[src/include/ulfmc_defines.vh]
`ifndef ULFMC_DEFINES_VH
`define ULFMC_DEFINES_VH
// Byte offsets within the selected bank
`define ULFMC_OFS_FIFO_CTL    3'h2
`define ULFMC_OFS_LINK_BANK   3'h3
`define ULFMC_OFS_MODEM_CTL   3'h4
`define ULFMC_OFS_STATUS      3'h5
`define ULFMC_OFS_EXT_CTL1    3'h2
`define ULFMC_OFS_SHADOW      3'h5
// Bank numbers
`define ULFMC_BANK0           3'h0
`define ULFMC_BANK1           3'h1
`define ULFMC_BANK2           3'h2
`define ULFMC_BANK3           3'h3
`define ULFMC_BANK4           3'h4
`define ULFMC_BANK5           3'h5
`define ULFMC_BANK6           3'h6
`define ULFMC_BANK_RSVD       3'h7
// Bank select codes with the enable bit set
`define ULFMC_BSEL_B2         8'he0
`define ULFMC_BSEL_B3         8'he4
`define ULFMC_BSEL_B4         8'he8
`define ULFMC_BSEL_B5         8'hec
`define ULFMC_BSEL_B6         8'hf0
// Operating modes
`define ULFMC_MODE_UART       3'h0
`define ULFMC_MODE_ASK        3'h2
`define ULFMC_MODE_SIR        3'h3
`define ULFMC_MODE_MIR        3'h4
`define ULFMC_MODE_FIR        3'h5
`define ULFMC_MODE_CONSUMER_INFRARED_MODE       3'h6
// Link format field positions
`define ULFMC_LFC_STOP        2
`define ULFMC_LFC_PEN         3
`define ULFMC_LFC_EVEN        4
`define ULFMC_LFC_STICK       5
`define ULFMC_LFC_BREAK       6
`define ULFMC_BANK_EN         7
// Modem and mode control field positions
`define ULFMC_MCR_DTR         0
`define ULFMC_MCR_RTS         1
`define ULFMC_MCR_RING        2
`define ULFMC_MCR_ISEN        3
`define ULFMC_MCR_LOOP        4
// First extended control field positions
`define ULFMC_EXT_EN          0
`define ULFMC_EXT_LOOP        4
`define ULFMC_EXT_INTMOD      5
// FIFO control field positions
`define ULFMC_FCR_EN          0
`define ULFMC_FCR_RXSR        1
`define ULFMC_FCR_TXSR        2
// Reset values
`define ULFMC_RST_LFC         8'h00
`define ULFMC_RST_BSR         8'h00
`define ULFMC_RST_MCR         8'h00
`define ULFMC_RST_EXT1        8'h00
`define ULFMC_RST_FCR         8'h00
// Thresholds for 16-deep and 32-deep FIFOs
`define ULFMC_TX16_0          6'h01
`define ULFMC_TX16_1          6'h03
`define ULFMC_TX16_2          6'h09
`define ULFMC_TX16_3          6'h0d
`define ULFMC_TX32_0          6'h01
`define ULFMC_TX32_1          6'h07
`define ULFMC_TX32_2          6'h11
`define ULFMC_TX32_3          6'h19
`define ULFMC_RX16_0          6'h01
`define ULFMC_RX16_1          6'h04
`define ULFMC_RX16_2          6'h08
`define ULFMC_RX16_3          6'h0e
`define ULFMC_RX32_0          6'h01
`define ULFMC_RX32_1          6'h08
`define ULFMC_RX32_2          6'h10
`define ULFMC_RX32_3          6'h1a
// Parity and stop encodings on the format outputs
`define ULFMC_PAR_NONE        3'h0
`define ULFMC_PAR_ODD         3'h1
`define ULFMC_PAR_EVEN        3'h2
`define ULFMC_PAR_ONE         3'h3
`define ULFMC_PAR_ZERO        3'h4
`define ULFMC_STOP_ONE        2'h0
`define ULFMC_STOP_ONE_HALF   2'h1
`define ULFMC_STOP_TWO        2'h2
`endif

[src/hdl/ulfmc_control_regs.v]
// Local design decisions: the Wishbone interface to the registers and the address map.
`timescale 1ns/1ps
`default_nettype none
`include "ulfmc_defines.vh"
module ulfmc_control_regs (
    input  wire       clk_i,
    input  wire       rst_i,
    input  wire [2:0] adr_i,
    input  wire [7:0] dat_i,
    input  wire       we_i,
    input  wire [0:0] sel_i,
    input  wire       cyc_i,
    input  wire       stb_i,
    output reg  [7:0] dat_o,
    output reg        ack_o,
    input  wire       fifo_deep_i,
    input  wire [5:0] tx_level_i,
    input  wire [5:0] rx_level_i,
    input  wire       frame_end_i,
    input  wire       tx_serial_i,
    input  wire       tx_infrared_i,
    input  wire       ir_pulse_train_i,
    input  wire       cts_n_i,
    input  wire       dsr_n_i,
    input  wire       dcd_n_i,
    input  wire       ri_n_i,
    output reg        wired_serial_output_o,
    output reg        infrared_output_o,
    output reg        dtr_n_o,
    output reg        rts_n_o,
    output reg        clear_to_send_o,
    output reg        set_ready_o,
    output reg        carrier_detect_o,
    output reg        ring_indicator_o,
    output reg        irq_enable_o,
    output reg        tx_low_event_o,
    output reg        rx_high_event_o,
    output reg  [1:0] character_length_o,
    output reg  [1:0] stop_bits_o,
    output reg  [2:0] parity_o,
    output reg  [2:0] mode_select_o,
    output reg        fifo_enable_o,
    output reg        dma_mode_enable_o,
    output reg        transmit_deferral_enable_o,
    output reg        interaction_pulse_request_o,
    output reg        tx_soft_reset_o,
    output reg        rx_soft_reset_o,
    output reg        modem_event_clear_o
);

    reg  [7:0] lfc_reg;
    reg  [7:0] bsr_reg;
    reg  [7:0] mcr_reg;
    reg  [7:0] ext1_reg;
    reg  [3:0] thr_reg;
    reg        fifo_en_reg;
    reg        pulse_req_reg;
    reg  [2:0] mode_prev_reg;
    reg  [7:0] rd_next;

    wire [2:0] bank;
    wire       acc;
    wire       wr;
    wire       extended;
    wire       loop;
    wire [2:0] mode;
    wire       low_speed;
    wire [7:0] lfc_eff;
    wire [1:0] tx_code;
    wire [5:0] tx_thr;
    wire [5:0] rx_thr;
    wire       mode_chg;
    wire       wr_fcr;
    wire       wr_link;
    wire       wr_mcr;
    wire       wr_ext1;

    // Bank selection; reserved codes map out every register but the bank select at offset 3
    function [2:0] bank_of;
        input [7:0] b;
        begin
            if (!b[`ULFMC_BANK_EN])
                bank_of = `ULFMC_BANK0;
            else if (!b[6])
                bank_of = `ULFMC_BANK1;
            else if (b == `ULFMC_BSEL_B2)
                bank_of = `ULFMC_BANK2;
            else if (b == `ULFMC_BSEL_B3)
                bank_of = `ULFMC_BANK3;
            else if (b == `ULFMC_BSEL_B4)
                bank_of = `ULFMC_BANK4;
            else if (b == `ULFMC_BSEL_B5)
                bank_of = `ULFMC_BANK5;
            else if (b == `ULFMC_BSEL_B6)
                bank_of = `ULFMC_BANK6;
            else
                bank_of = `ULFMC_BANK_RSVD;
        end
    endfunction

    function [5:0] thresh;
        input [1:0] c;
        input       deep;
        input       rx;
        begin
            case ({rx, deep, c})
                4'b0000: thresh = `ULFMC_TX16_0;
                4'b0001: thresh = `ULFMC_TX16_1;
                4'b0010: thresh = `ULFMC_TX16_2;
                4'b0011: thresh = `ULFMC_TX16_3;
                4'b0100: thresh = `ULFMC_TX32_0;
                4'b0101: thresh = `ULFMC_TX32_1;
                4'b0110: thresh = `ULFMC_TX32_2;
                4'b0111: thresh = `ULFMC_TX32_3;
                4'b1000: thresh = `ULFMC_RX16_0;
                4'b1001: thresh = `ULFMC_RX16_1;
                4'b1010: thresh = `ULFMC_RX16_2;
                4'b1011: thresh = `ULFMC_RX16_3;
                4'b1100: thresh = `ULFMC_RX32_0;
                4'b1101: thresh = `ULFMC_RX32_1;
                4'b1110: thresh = `ULFMC_RX32_2;
                default: thresh = `ULFMC_RX32_3;
            endcase
        end
    endfunction

    assign bank      = bank_of(bsr_reg);
    assign acc       = cyc_i & stb_i;
    // Writes land on the acknowledge edge, so the next access sees the new bank
    assign wr        = acc & ack_o & we_i & sel_i[0];
    assign wr_link   = wr & (adr_i == `ULFMC_OFS_LINK_BANK);
    assign wr_fcr    = wr & (bank == `ULFMC_BANK0) & (adr_i == `ULFMC_OFS_FIFO_CTL);
    assign wr_mcr    = wr & (bank == `ULFMC_BANK0) & (adr_i == `ULFMC_OFS_MODEM_CTL);
    assign wr_ext1   = wr & (bank == `ULFMC_BANK2) & (adr_i == `ULFMC_OFS_EXT_CTL1);

    assign extended  = ext1_reg[`ULFMC_EXT_EN];
    assign loop      = ext1_reg[`ULFMC_EXT_LOOP];
    // Mode bits are reserved outside extended mode, so the block runs as plain UART
    assign mode      = extended ? mcr_reg[7:5] : `ULFMC_MODE_UART;
    assign low_speed = (mode == `ULFMC_MODE_UART) | (mode == `ULFMC_MODE_ASK) |
                       (mode == `ULFMC_MODE_SIR);
    assign lfc_eff   = low_speed ? lfc_reg : 8'h00;
    assign tx_code   = extended ? thr_reg[1:0] : 2'b00;
    assign tx_thr    = thresh(tx_code, fifo_deep_i, 1'b0);
    assign rx_thr    = thresh(thr_reg[3:2], fifo_deep_i, 1'b1);
    assign mode_chg  = (mode != mode_prev_reg);

    always @(posedge clk_i) begin
        if (rst_i) begin
            lfc_reg       <= `ULFMC_RST_LFC;
            bsr_reg       <= `ULFMC_RST_BSR;
            mcr_reg       <= `ULFMC_RST_MCR;
            ext1_reg      <= `ULFMC_RST_EXT1;
            thr_reg       <= 4'h0;
            fifo_en_reg   <= 1'b0;
            pulse_req_reg <= 1'b0;
            mode_prev_reg <= `ULFMC_MODE_UART;
        end else begin
            mode_prev_reg <= mode;
            if (wr_link) begin
                bsr_reg <= dat_i;
                if (!dat_i[`ULFMC_BANK_EN])
                    lfc_reg <= {1'b0, dat_i[6:0]};
            end
            if (wr_fcr) begin
                thr_reg     <= dat_i[7:4];
                fifo_en_reg <= dat_i[`ULFMC_FCR_EN];
            end
            if (wr_mcr) begin
                mcr_reg[3:0] <= dat_i[3:0];
                if (extended)
                    mcr_reg[7:5] <= dat_i[7:5];
                else
                    ext1_reg[`ULFMC_EXT_LOOP] <= dat_i[`ULFMC_MCR_LOOP];
            end
            if (wr_ext1)
                ext1_reg <= dat_i;
            // Software set wins over the end-of-frame or soft-reset clear
            if (wr_mcr & extended & dat_i[`ULFMC_MCR_LOOP])
                pulse_req_reg <= 1'b1;
            else if (frame_end_i | tx_soft_reset_o)
                pulse_req_reg <= 1'b0;
        end
    end

    always @* begin
        rd_next = 8'h00;
        if (adr_i == `ULFMC_OFS_LINK_BANK)
            rd_next = bsr_reg;
        else if (bank == `ULFMC_BANK0 && adr_i == `ULFMC_OFS_MODEM_CTL) begin
            if (extended)
                rd_next = {mcr_reg[7:5], pulse_req_reg, mcr_reg[3:0]};
            else
                rd_next = {3'b000, loop, mcr_reg[3:0]};
        end else if (bank == `ULFMC_BANK0 && adr_i == `ULFMC_OFS_STATUS)
            rd_next = {mode, extended, loop, fifo_en_reg, rx_high_event_o, tx_low_event_o};
        else if (bank == `ULFMC_BANK2 && adr_i == `ULFMC_OFS_EXT_CTL1)
            rd_next = ext1_reg;
        else if (bank == `ULFMC_BANK3 && adr_i == `ULFMC_OFS_SHADOW)
            rd_next = lfc_reg;
    end

    // Bus slave: one wait state, ack dropped in the cycle after it was given
    always @(posedge clk_i) begin
        if (rst_i) begin
            ack_o <= 1'b0;
            dat_o <= 8'h00;
        end else begin
            ack_o <= acc & ~ack_o;
            if (acc & ~ack_o & ~we_i)
                dat_o <= rd_next;
        end
    end

    // Format, modem and front-end outputs, all registered
    always @(posedge clk_i) begin
        if (rst_i) begin
            wired_serial_output_o       <= 1'b1;
            infrared_output_o           <= 1'b0;
            dtr_n_o                     <= 1'b1;
            rts_n_o                     <= 1'b1;
            clear_to_send_o             <= 1'b0;
            set_ready_o                 <= 1'b0;
            carrier_detect_o            <= 1'b0;
            ring_indicator_o            <= 1'b0;
            irq_enable_o                <= 1'b0;
            tx_low_event_o              <= 1'b0;
            rx_high_event_o             <= 1'b0;
            character_length_o          <= 2'b00;
            stop_bits_o                 <= `ULFMC_STOP_ONE;
            parity_o                    <= `ULFMC_PAR_NONE;
            mode_select_o               <= `ULFMC_MODE_UART;
            fifo_enable_o               <= 1'b0;
            dma_mode_enable_o           <= 1'b0;
            transmit_deferral_enable_o  <= 1'b0;
            interaction_pulse_request_o <= 1'b0;
            tx_soft_reset_o             <= 1'b0;
            rx_soft_reset_o             <= 1'b0;
            modem_event_clear_o         <= 1'b0;
        end else begin
            tx_low_event_o  <= (tx_level_i < tx_thr);
            rx_high_event_o <= (rx_level_i >= rx_thr);
            character_length_o <= lfc_eff[1:0];
            // Receiver ignores this; it always checks a single stop bit
            if (!lfc_eff[`ULFMC_LFC_STOP])
                stop_bits_o <= `ULFMC_STOP_ONE;
            else if (lfc_eff[1:0] == 2'b00)
                stop_bits_o <= `ULFMC_STOP_ONE_HALF;
            else
                stop_bits_o <= `ULFMC_STOP_TWO;
            case ({lfc_eff[`ULFMC_LFC_PEN], lfc_eff[`ULFMC_LFC_STICK], lfc_eff[`ULFMC_LFC_EVEN]})
                3'b100:  parity_o <= `ULFMC_PAR_ODD;
                3'b101:  parity_o <= `ULFMC_PAR_EVEN;
                3'b110:  parity_o <= `ULFMC_PAR_ONE;
                3'b111:  parity_o <= `ULFMC_PAR_ZERO;
                default: parity_o <= `ULFMC_PAR_NONE;
            endcase
            // Break only overrides the front-end; the transmitter keeps running
            if (lfc_eff[`ULFMC_LFC_BREAK] && mode == `ULFMC_MODE_UART)
                wired_serial_output_o <= 1'b0;
            else
                wired_serial_output_o <= tx_serial_i;
            if (lfc_eff[`ULFMC_LFC_BREAK] && mode == `ULFMC_MODE_SIR)
                infrared_output_o <= ir_pulse_train_i;
            else if (lfc_eff[`ULFMC_LFC_BREAK] && mode == `ULFMC_MODE_ASK)
                infrared_output_o <= ext1_reg[`ULFMC_EXT_INTMOD] ? ir_pulse_train_i
                                                                  : 1'b1;
            else
                infrared_output_o <= tx_infrared_i;
            // Loopback parks the modem pins inactive and feeds the inputs back
            dtr_n_o <= loop | ~mcr_reg[`ULFMC_MCR_DTR];
            rts_n_o <= loop | ~mcr_reg[`ULFMC_MCR_RTS];
            if (loop) begin
                set_ready_o     <= mcr_reg[`ULFMC_MCR_DTR];
                clear_to_send_o <= mcr_reg[`ULFMC_MCR_RTS];
                if (extended) begin
                    ring_indicator_o <= mcr_reg[`ULFMC_MCR_DTR];
                    carrier_detect_o <= mcr_reg[`ULFMC_MCR_RTS];
                end else begin
                    ring_indicator_o <= mcr_reg[`ULFMC_MCR_RING];
                    carrier_detect_o <= mcr_reg[`ULFMC_MCR_ISEN];
                end
            end else begin
                set_ready_o      <= ~dsr_n_i;
                clear_to_send_o  <= ~cts_n_i;
                ring_indicator_o <= ~ri_n_i;
                carrier_detect_o <= ~dcd_n_i;
            end
            irq_enable_o <= extended | loop | mcr_reg[`ULFMC_MCR_ISEN];
            mode_select_o <= mode;
            fifo_enable_o <= fifo_en_reg | (mode == `ULFMC_MODE_MIR) |
                             (mode == `ULFMC_MODE_FIR) | (mode == `ULFMC_MODE_CONSUMER_INFRARED_MODE);
            dma_mode_enable_o          <= extended & mcr_reg[`ULFMC_MCR_RING];
            transmit_deferral_enable_o <= extended & mcr_reg[`ULFMC_MCR_ISEN];
            interaction_pulse_request_o <= pulse_req_reg;
            tx_soft_reset_o     <= mode_chg | (wr_fcr & dat_i[`ULFMC_FCR_TXSR]);
            rx_soft_reset_o     <= mode_chg | (wr_fcr & dat_i[`ULFMC_FCR_RXSR]);
            modem_event_clear_o <= mode_chg;
        end
    end

endmodule // ulfmc_control_regs
`default_nettype wire

[config.mk]
export PLATFORM = sky130hd
export DESIGN_NAME = ulfmc_control_regs
export DESIGN_NICKNAME = d
export VERILOG_FILES = /design/src/hdl/ulfmc_control_regs.v
export VERILOG_INCLUDE_DIRS = /design/src /design/src/include
export SDC_FILE = /design/constraint.sdc
export NUM_CORES = 1
export LEC_CHECK = 0
export BUFFER_PORTS_ARGS = -buffer_cell sky130_fd_sc_hd__buf_2
export CAP_MARGIN = 20
export CORE_ASPECT_RATIO = 1.1
export CORE_MARGIN = 10
export CORE_UTILIZATION = 58
export CTS_CLUSTER_DIAMETER = 100
export CTS_CLUSTER_SIZE = 16
export DETAILED_ROUTE_END_ITERATION = 16
export GPL_TIMING_DRIVEN = 0
export PLACE_DENSITY = 0.88
export SLEW_MARGIN = 10
export SYNTH_ARGS = -nofsm -noshare
export SYNTH_HDL_FRONTEND = slang
export SYNTH_SLANG_ARGS = --single-unit
[constraint.sdc]
create_clock -name clk_i -period 4.3 [get_ports clk_i]
set_input_delay 0.86 -clock clk_i [delete_from_list [all_inputs] [get_ports clk_i]]
set_output_delay 0.86 -clock clk_i [all_outputs]
set_load 0.05 [all_outputs]
==> results.json, run 1 <==
{
  "hold_viol_final": 0,
  "worst-path-buf-inv": 2,
  "fmax_mhz": 417,
  "postCtsSetupBuffers": 0,
  "clockRootBuffer": "clkbuf_8",
  "worstMarginPinSlew_ns": 0.947,
  "async_flop_share": 0,
  "place_inst": 519,
  "vias": 3162,
  "setup.worst_path.end_class": "flip-flop",
  "final_cells": 535,
  "antenna_found_initial": 0,
  "finalCriticalPeriod_ns": 2.40,
  "yosys-top-cells-count": "dfxtp_1, nor2_1, nand2_1",
  "synth_ff_type": "dfxtp_1",
  "drtPass1Iterations": 5,
  "crit_slowest_cell": "nor4_2",
  "layout.nets": 502,
  "yosysTopAreaCell": "dfxtp_1",
  "cts_buffer_depth": 2,
  "path_clk_slew_ns": 0.07,
  "drive_above_1_share": 0.239,
  "p_total_mw": 1.43,
  "synth_area_um2": 3280,
  "path_cells": "buf_2 -> or3b_1 -> buf_2 -> nor4_2 -> nand2_1 -> nand2_1 -> a21oi_1",
  "die_area_um2": 9060,
  "final_core_util": 0.730,
  "max_slew_margin": 0.363,
  "gp_congestion": 0.947,
  "grtUsageTotal": 0.207,
  "clock_skew_ns": 0.00780,
  "numCtsBuffers": 9,
  "grt_pass1_vias": 3012,
  "drt_wl_total_um": 9610,
  "status": "completed",
  "ys_seq_area_frac": 0.446,
  "port_buffers": 73,
  "r2r_slack_ns": 1.91,
  "overflow": 0,
  "worst_ep_required_time_ns": 4.52,
  "vdd.ir_drop.worst_v": 0.000223,
  "cts_resized": 0,
  "ys.warnings.count": 0,
  "tns_ns": 0,
  "synthCells": 371,
  "holdWs_ns": 0.473,
  "yosys.cell_types.count": 51,
  "die_w_um": 91.7,
  "slew_violations": 0,
  "critPathMaxFanout": 9,
  "ioPinCount": 75,
  "initial_core_util": 0.604,
  "area_delta_synth_final_pct": 21.0,
  "post_synth.cell_area_avg_um2": 8.84,
  "max-cap-violations": 0,
  "rsz0062_at_grt": "false",
  "synth_edf_count": 0,
  "startpoint_type": "primary input",
  "finalCritPeriodShare": 0.557,
  "grt_max_degree": 13,
  "post-dp-hpwl_um": 7210,
  "pre_cts_slack_ns": 1.64,
  "drt_iter0_markers": 252,
  "cts_num_sinks": 73,
  "die_y_um": 98.9,
  "hold_path_class": "flip-flop to flip-flop",
  "slowest_delay_ns": 0.72,
  "critPathArrivalTime_ns": 2.61,
  "viasPerCell": 5.91,
  "powerDensity_nw_per_um2": 360,
  "wl_per_cell_um": 18.0,
  "drcViolationCount": 0,
  "worst_slack_ns": 1.90,
  "synthTopCellsByArea": "dfxtp_1, mux2i_1, nor2_1",
  "path_class": "primary input to flip-flop",
  "setup_viol": 0,
  "synth_top_area_frac": 0.446,
  "clkLatencyLatePin_ns": 0.35,
  "cts_tree": "done",
  "syn-num-nets": 418,
  "grt_pass1_wl_um": 15200,
  "fp-row-count": 28,
  "h-tree-depth": 3,
  "diodes": 0,
  "cts_hold_buf": 0,
  "ys_ff_latch": 73,
  "post_dp_cell_area_um2": 3740,
  "critPathTopFamily": "simple AND/OR/NAND/NOR gates",
  "coreArea_um2": 5430,
  "p_leak_nw": 1.72,
  "final_area_um2": 3970,
  "drt.antenna.violating_nets": 0,
  "yosysMostFrequentCell": "dfxtp_1"
}
## metal layers
metal  routed length [um]  track usage
met1                 3930        0.239
met2                 4570        0.333
met3                  808       0.0675
met4                  306        0.111
met5                    0            0
## final timing paths
| path | depth (start not counted) | from | to |
|---|---|---|---|
| max | 7 | adr_i[1] | mcr_reg[6] |
| min | 1 | mcr_reg[1] | rts_n_o |
| max reg2reg | 10 | ext1_reg[0] | tx_low_event_o |
| min reg2reg | 1 | mcr_reg[1] | rts_n_o |
## area by class of cell
type / instances / area [um2]
sequential: 73 / 1460
multi-input combinational: 271 / 1670
tap: 75 / 93.8
timing repair buffer: 73 / 365
fill: 430 / 1460
inverter: 7 / 26.3
clock inverter: 4 / 73.8
clock buffer: 12 / 155
buffer: 20 / 123
## cells by family (layout without fill, tap and decap cells)
logic type	after synthesis	in the layout	share of synthesized area
adders and majority gates	9	9	0.0344
DFF	73	73	0.446
xor gates and xnor gates	3	3	0.00802
and+or+nand+nor	161	161	0.240
muxes	26	26	0.0805
AOI/OAI and AO/OA	72	72	0.145
buffers and inverters	27	116	0.0454
## cell usage in the layout, fill, tap and decap left out, types with 8 or more instances in the layout
cell      netlist  layout
nand3_1        14      14
clkbuf_1       11      12
o21ai_0        10      10
ha_1            9       9
nor3_1         11      11
nor2_1         53      53
mux2i_1        23      23
clkbuf_8        2      13
nand2_1        46      46
and2_1          8       8
a21oi_1        28      28
buf_2           3      76
dfxtp_1        73      73
## report_power, final
group,internal (mW),switching [mW]
clock network,0.360,0.259
logic,0.0382,0.0821
registers,0.684,0.00398
total,1.08,0.345
Note: power is estimated with default switching activity, not from simulation.
==> run 2: changes to the inputs <==
--- a/config.mk
+++ b/config.mk
@@ -6,16 +6,17 @@
 export SDC_FILE = /design/constraint.sdc
 export NUM_CORES = 1
 export LEC_CHECK = 0
+export ABC_AREA = 1
 export BUFFER_PORTS_ARGS = -buffer_cell sky130_fd_sc_hd__buf_2
 export CAP_MARGIN = 20
 export CORE_ASPECT_RATIO = 1.1
 export CORE_MARGIN = 10
-export CORE_UTILIZATION = 58
+export CORE_UTILIZATION = 53
 export CTS_CLUSTER_DIAMETER = 100
 export CTS_CLUSTER_SIZE = 16
 export DETAILED_ROUTE_END_ITERATION = 16
 export GPL_TIMING_DRIVEN = 0
-export PLACE_DENSITY = 0.88
+export PLACE_DENSITY = 0.82
 export SLEW_MARGIN = 10
 export SYNTH_ARGS = -nofsm -noshare
 export SYNTH_HDL_FRONTEND = slang
==> constraint.sdc (replaced) <==
create_clock -name clk_i -period 2.4 [get_ports clk_i]
set_input_delay 0.48 -clock clk_i [delete_from_list [all_inputs] [get_ports clk_i]]
set_output_delay 0.48 -clock clk_i [all_outputs]
set_load 0.05 [all_outputs]
==> run 2 against run 1 <==
Net effect:
- die area grew 6.0%
- final area shrank 1.9%
- highest routed layer unchanged
- clock-buffer cell count decreased by 3
- power rose by 71%
- combinational power rose by 58%
- non-clock buffer count is 7 lower
- area after synthesis fell by 1.7%
==> results.json, run 2 <==
{
  "post_synth.cell_area_avg_um2": 7.69,
  "port_buffers": 73,
  "ys_seq_area_frac": 0.453,
  "numCtsBuffers": 9,
  "multi_input_area_um2": 1450,
  "synth_area_um2": 3220,
  "cts_tree": "done",
  "status": "completed",
  "path_clk_slew_ns": 0.08,
  "clockRootBuffer": "clkbuf_8",
  "holdWs_ns": 0.294,
  "vdd.ir_drop.worst_v": 0.000375,
  "ys.warnings.count": 0,
  "gp_congestion": 0.996,
  "overflow": 0,
  "yosys-top-cells-count": "dfxtp_1, nand2_1, inv_1",
  "crit_slowest_cell": "dfxtp_1",
  "worstMarginPinSlew_ns": 0.597,
  "worst_ep_required_time_ns": 2.65,
  "setup.worst_path.end_class": "flip-flop",
  "yosysMostFrequentCell": "dfxtp_1",
  "hold_path_class": "primary input to flip-flop",
  "clock_skew_ns": 0.00587,
  "rsz0062_at_grt": "false",
  "grtUsageTotal": 0.196,
  "p_total_mw": 2.45,
  "synthTopCellsByArea": "dfxtp_1, o21ai_0, a21oi_1",
  "cts_num_sinks": 73,
  "postCtsSetupBuffers": 0,
  "yosys.cell_types.count": 39,
  "synth_edf_count": 0,
  "tns_ns": 0,
  "area_delta_synth_final_pct": 20.8,
  "die_y_um": 102,
  "drtPass1Iterations": 4,
  "antenna_found_initial": 0,
  "hold_viol_final": 0,
  "synth_ff_type": "dfxtp_1",
  "path_cells": "buf_4 -> buf_2 -> nand2_1 -> inv_1 -> nand2_1 -> nand3_1 -> ha_1 -> inv_1 -> o21bai_1 -> a21oi_1 -> nor2_1 -> nor4_1",
  "coreArea_um2": 5840,
  "path_class": "flip-flop to flip-flop",
  "nFillCells": 531,
  "drive_above_1_share": 0.235,
  "p_leak_nw": 1.81,
  "layout.nets": 550,
  "post_dp_cell_area_um2": 3680,
  "finalCritPeriodShare": 0.779,
  "startpoint_type": "flip-flop",
  "drt.antenna.violating_nets": 0,
  "setup_viol": 0,
  "post-dp-hpwl_um": 7220,
  "cts_hold_buf": 0,
  "diodes": 0,
  "vias": 3058,
  "wl_per_cell_um": 15.8,
  "max_slew_margin": 0.602,
  "async_flop_share": 0,
  "grt_pass1_vias": 3036,
  "final_area_um2": 3890,
  "viasPerCell": 5.24,
  "cts_resized": 0,
  "fp-row-count": 29,
  "fmax_mhz": 535,
  "synth_top_area_frac": 0.453,
  "syn-num-nets": 466,
  "ys_ff_latch": 73,
  "clkLatencyLatePin_ns": 0.35,
  "powerDensity_nw_per_um2": 628,
  "layout_commonest_cell": "buf_2",
  "grt_max_degree": 13,
  "regArea_um2": 1460,
  "synthCells": 419,
  "slew_violations": 0,
  "cts_buffer_depth": 2,
  "initial_core_util": 0.552,
  "die_w_um": 94.4,
  "h-tree-depth": 3,
  "drt_iter0_markers": 175,
  "max-cap-violations": 0,
  "critPathArrivalTime_ns": 2.12,
  "yosysTopAreaCell": "dfxtp_1",
  "slowest_delay_ns": 0.31,
  "grt_pass1_wl_um": 14700,
  "drt_wl_total_um": 9240,
  "ioPinCount": 75,
  "finalCriticalPeriod_ns": 1.87,
  "drcViolationCount": 0,
  "critPathMaxFanout": 10,
  "die_area_um2": 9600,
  "final_cell_mix": "buf_2, dfxtp_1, nand2_1"
}
[run 2: changes by cell type in the layout (fill, tap and decap cells not counted), moves of 6 or more]
cell,delta
a21oi_1,+18
clkbuf_1,-6
nand2_1,+13
and2_1,-8
nor2_1,-13
mux2i_1,-23
o21ai_0,+42
inv_1,+49
[run 2: layout make-up]
| type | instances | share of cell area |
|---|---|---|
| plain buffers | 13 | 0.0193 |
| inverters | 61 | 0.0601 |
| flip-flops and latches | 73 | 0.375 |
| clock inverters | 6 | 0.0215 |
| clock buffers | 9 | 0.0318 |
| multi-input cells | 272 | 0.373 |
| well taps | 77 | 0.0248 |
| repair buffers | 73 | 0.0939 |
[run 2: report_power, final]
group / total, mW / switching, mW / internal, mW
clock network: 1.03 / 0.456 / 0.575
logic: 0.189 / 0.131 / 0.0582
registers: 1.23 / 0.00475 / 1.22
total: 2.45 / 0.592 / 1.85
[run 2: kinds of logic (layout without fill, tap and decap cells)]
kind of cell | after synthesis | count (layout) | share of synthesized area
simple gates | 144 | 144 | 0.214
flops | 73 | 73 | 0.453
buf+inv | 74 | 162 | 0.0959
xor+xnor | 3 | 3 | 0.00815
fa+ha+maj | 9 | 9 | 0.0349
compound gates | 116 | 116 | 0.194
[run 2: metrics by stage]
stage / setup WS, ns / utilization / instances
after floorplan: 0.696 / - / 419
after global placement: 0.638 / 0.631 / 569
after detailed placement: 0.530 / 0.631 / 569
after CTS: 0.509 / 0.666 / 584
after global routing: 0.344 / 0.666 / 584
final: 0.531 / 0.666 / 584
[run 2: final timing paths]
kind | startpoint | end | slack, ns | cells after the start
worst max register to register | ext1_reg[0] | tx_low_event_o | 0.53 | 12
worst min-delay path | dsr_n_i | set_ready_o | 0.29 | 2
worst max-delay path | ext1_reg[0] | tx_low_event_o | 0.53 | 12
worst min register to register | mcr_reg[1] | rts_n_o | 0.41 | 1
[run 2: critical path: cells and delay by family (launching register included)]
| kind | cells | cell delay (ns) |
|---|---|---|
| adders and majority gates | 1 | 0.23 |
| AOI/OAI and AO/OA | 2 | 0.21 |
| and+or+nand+nor | 5 | 0.48 |
| buffers and inverters | 4 | 0.55 |
| DFF | 1 | 0.31 |
[run 2: routing by layer]
layer,up-vias,track usage,wire [um]
li1,1536,-,-
met1,1391,0.223,3840
met2,108,0.326,4410
met3,23,0.0629,762
met4,0,0.0877,225
met5,-,0,0
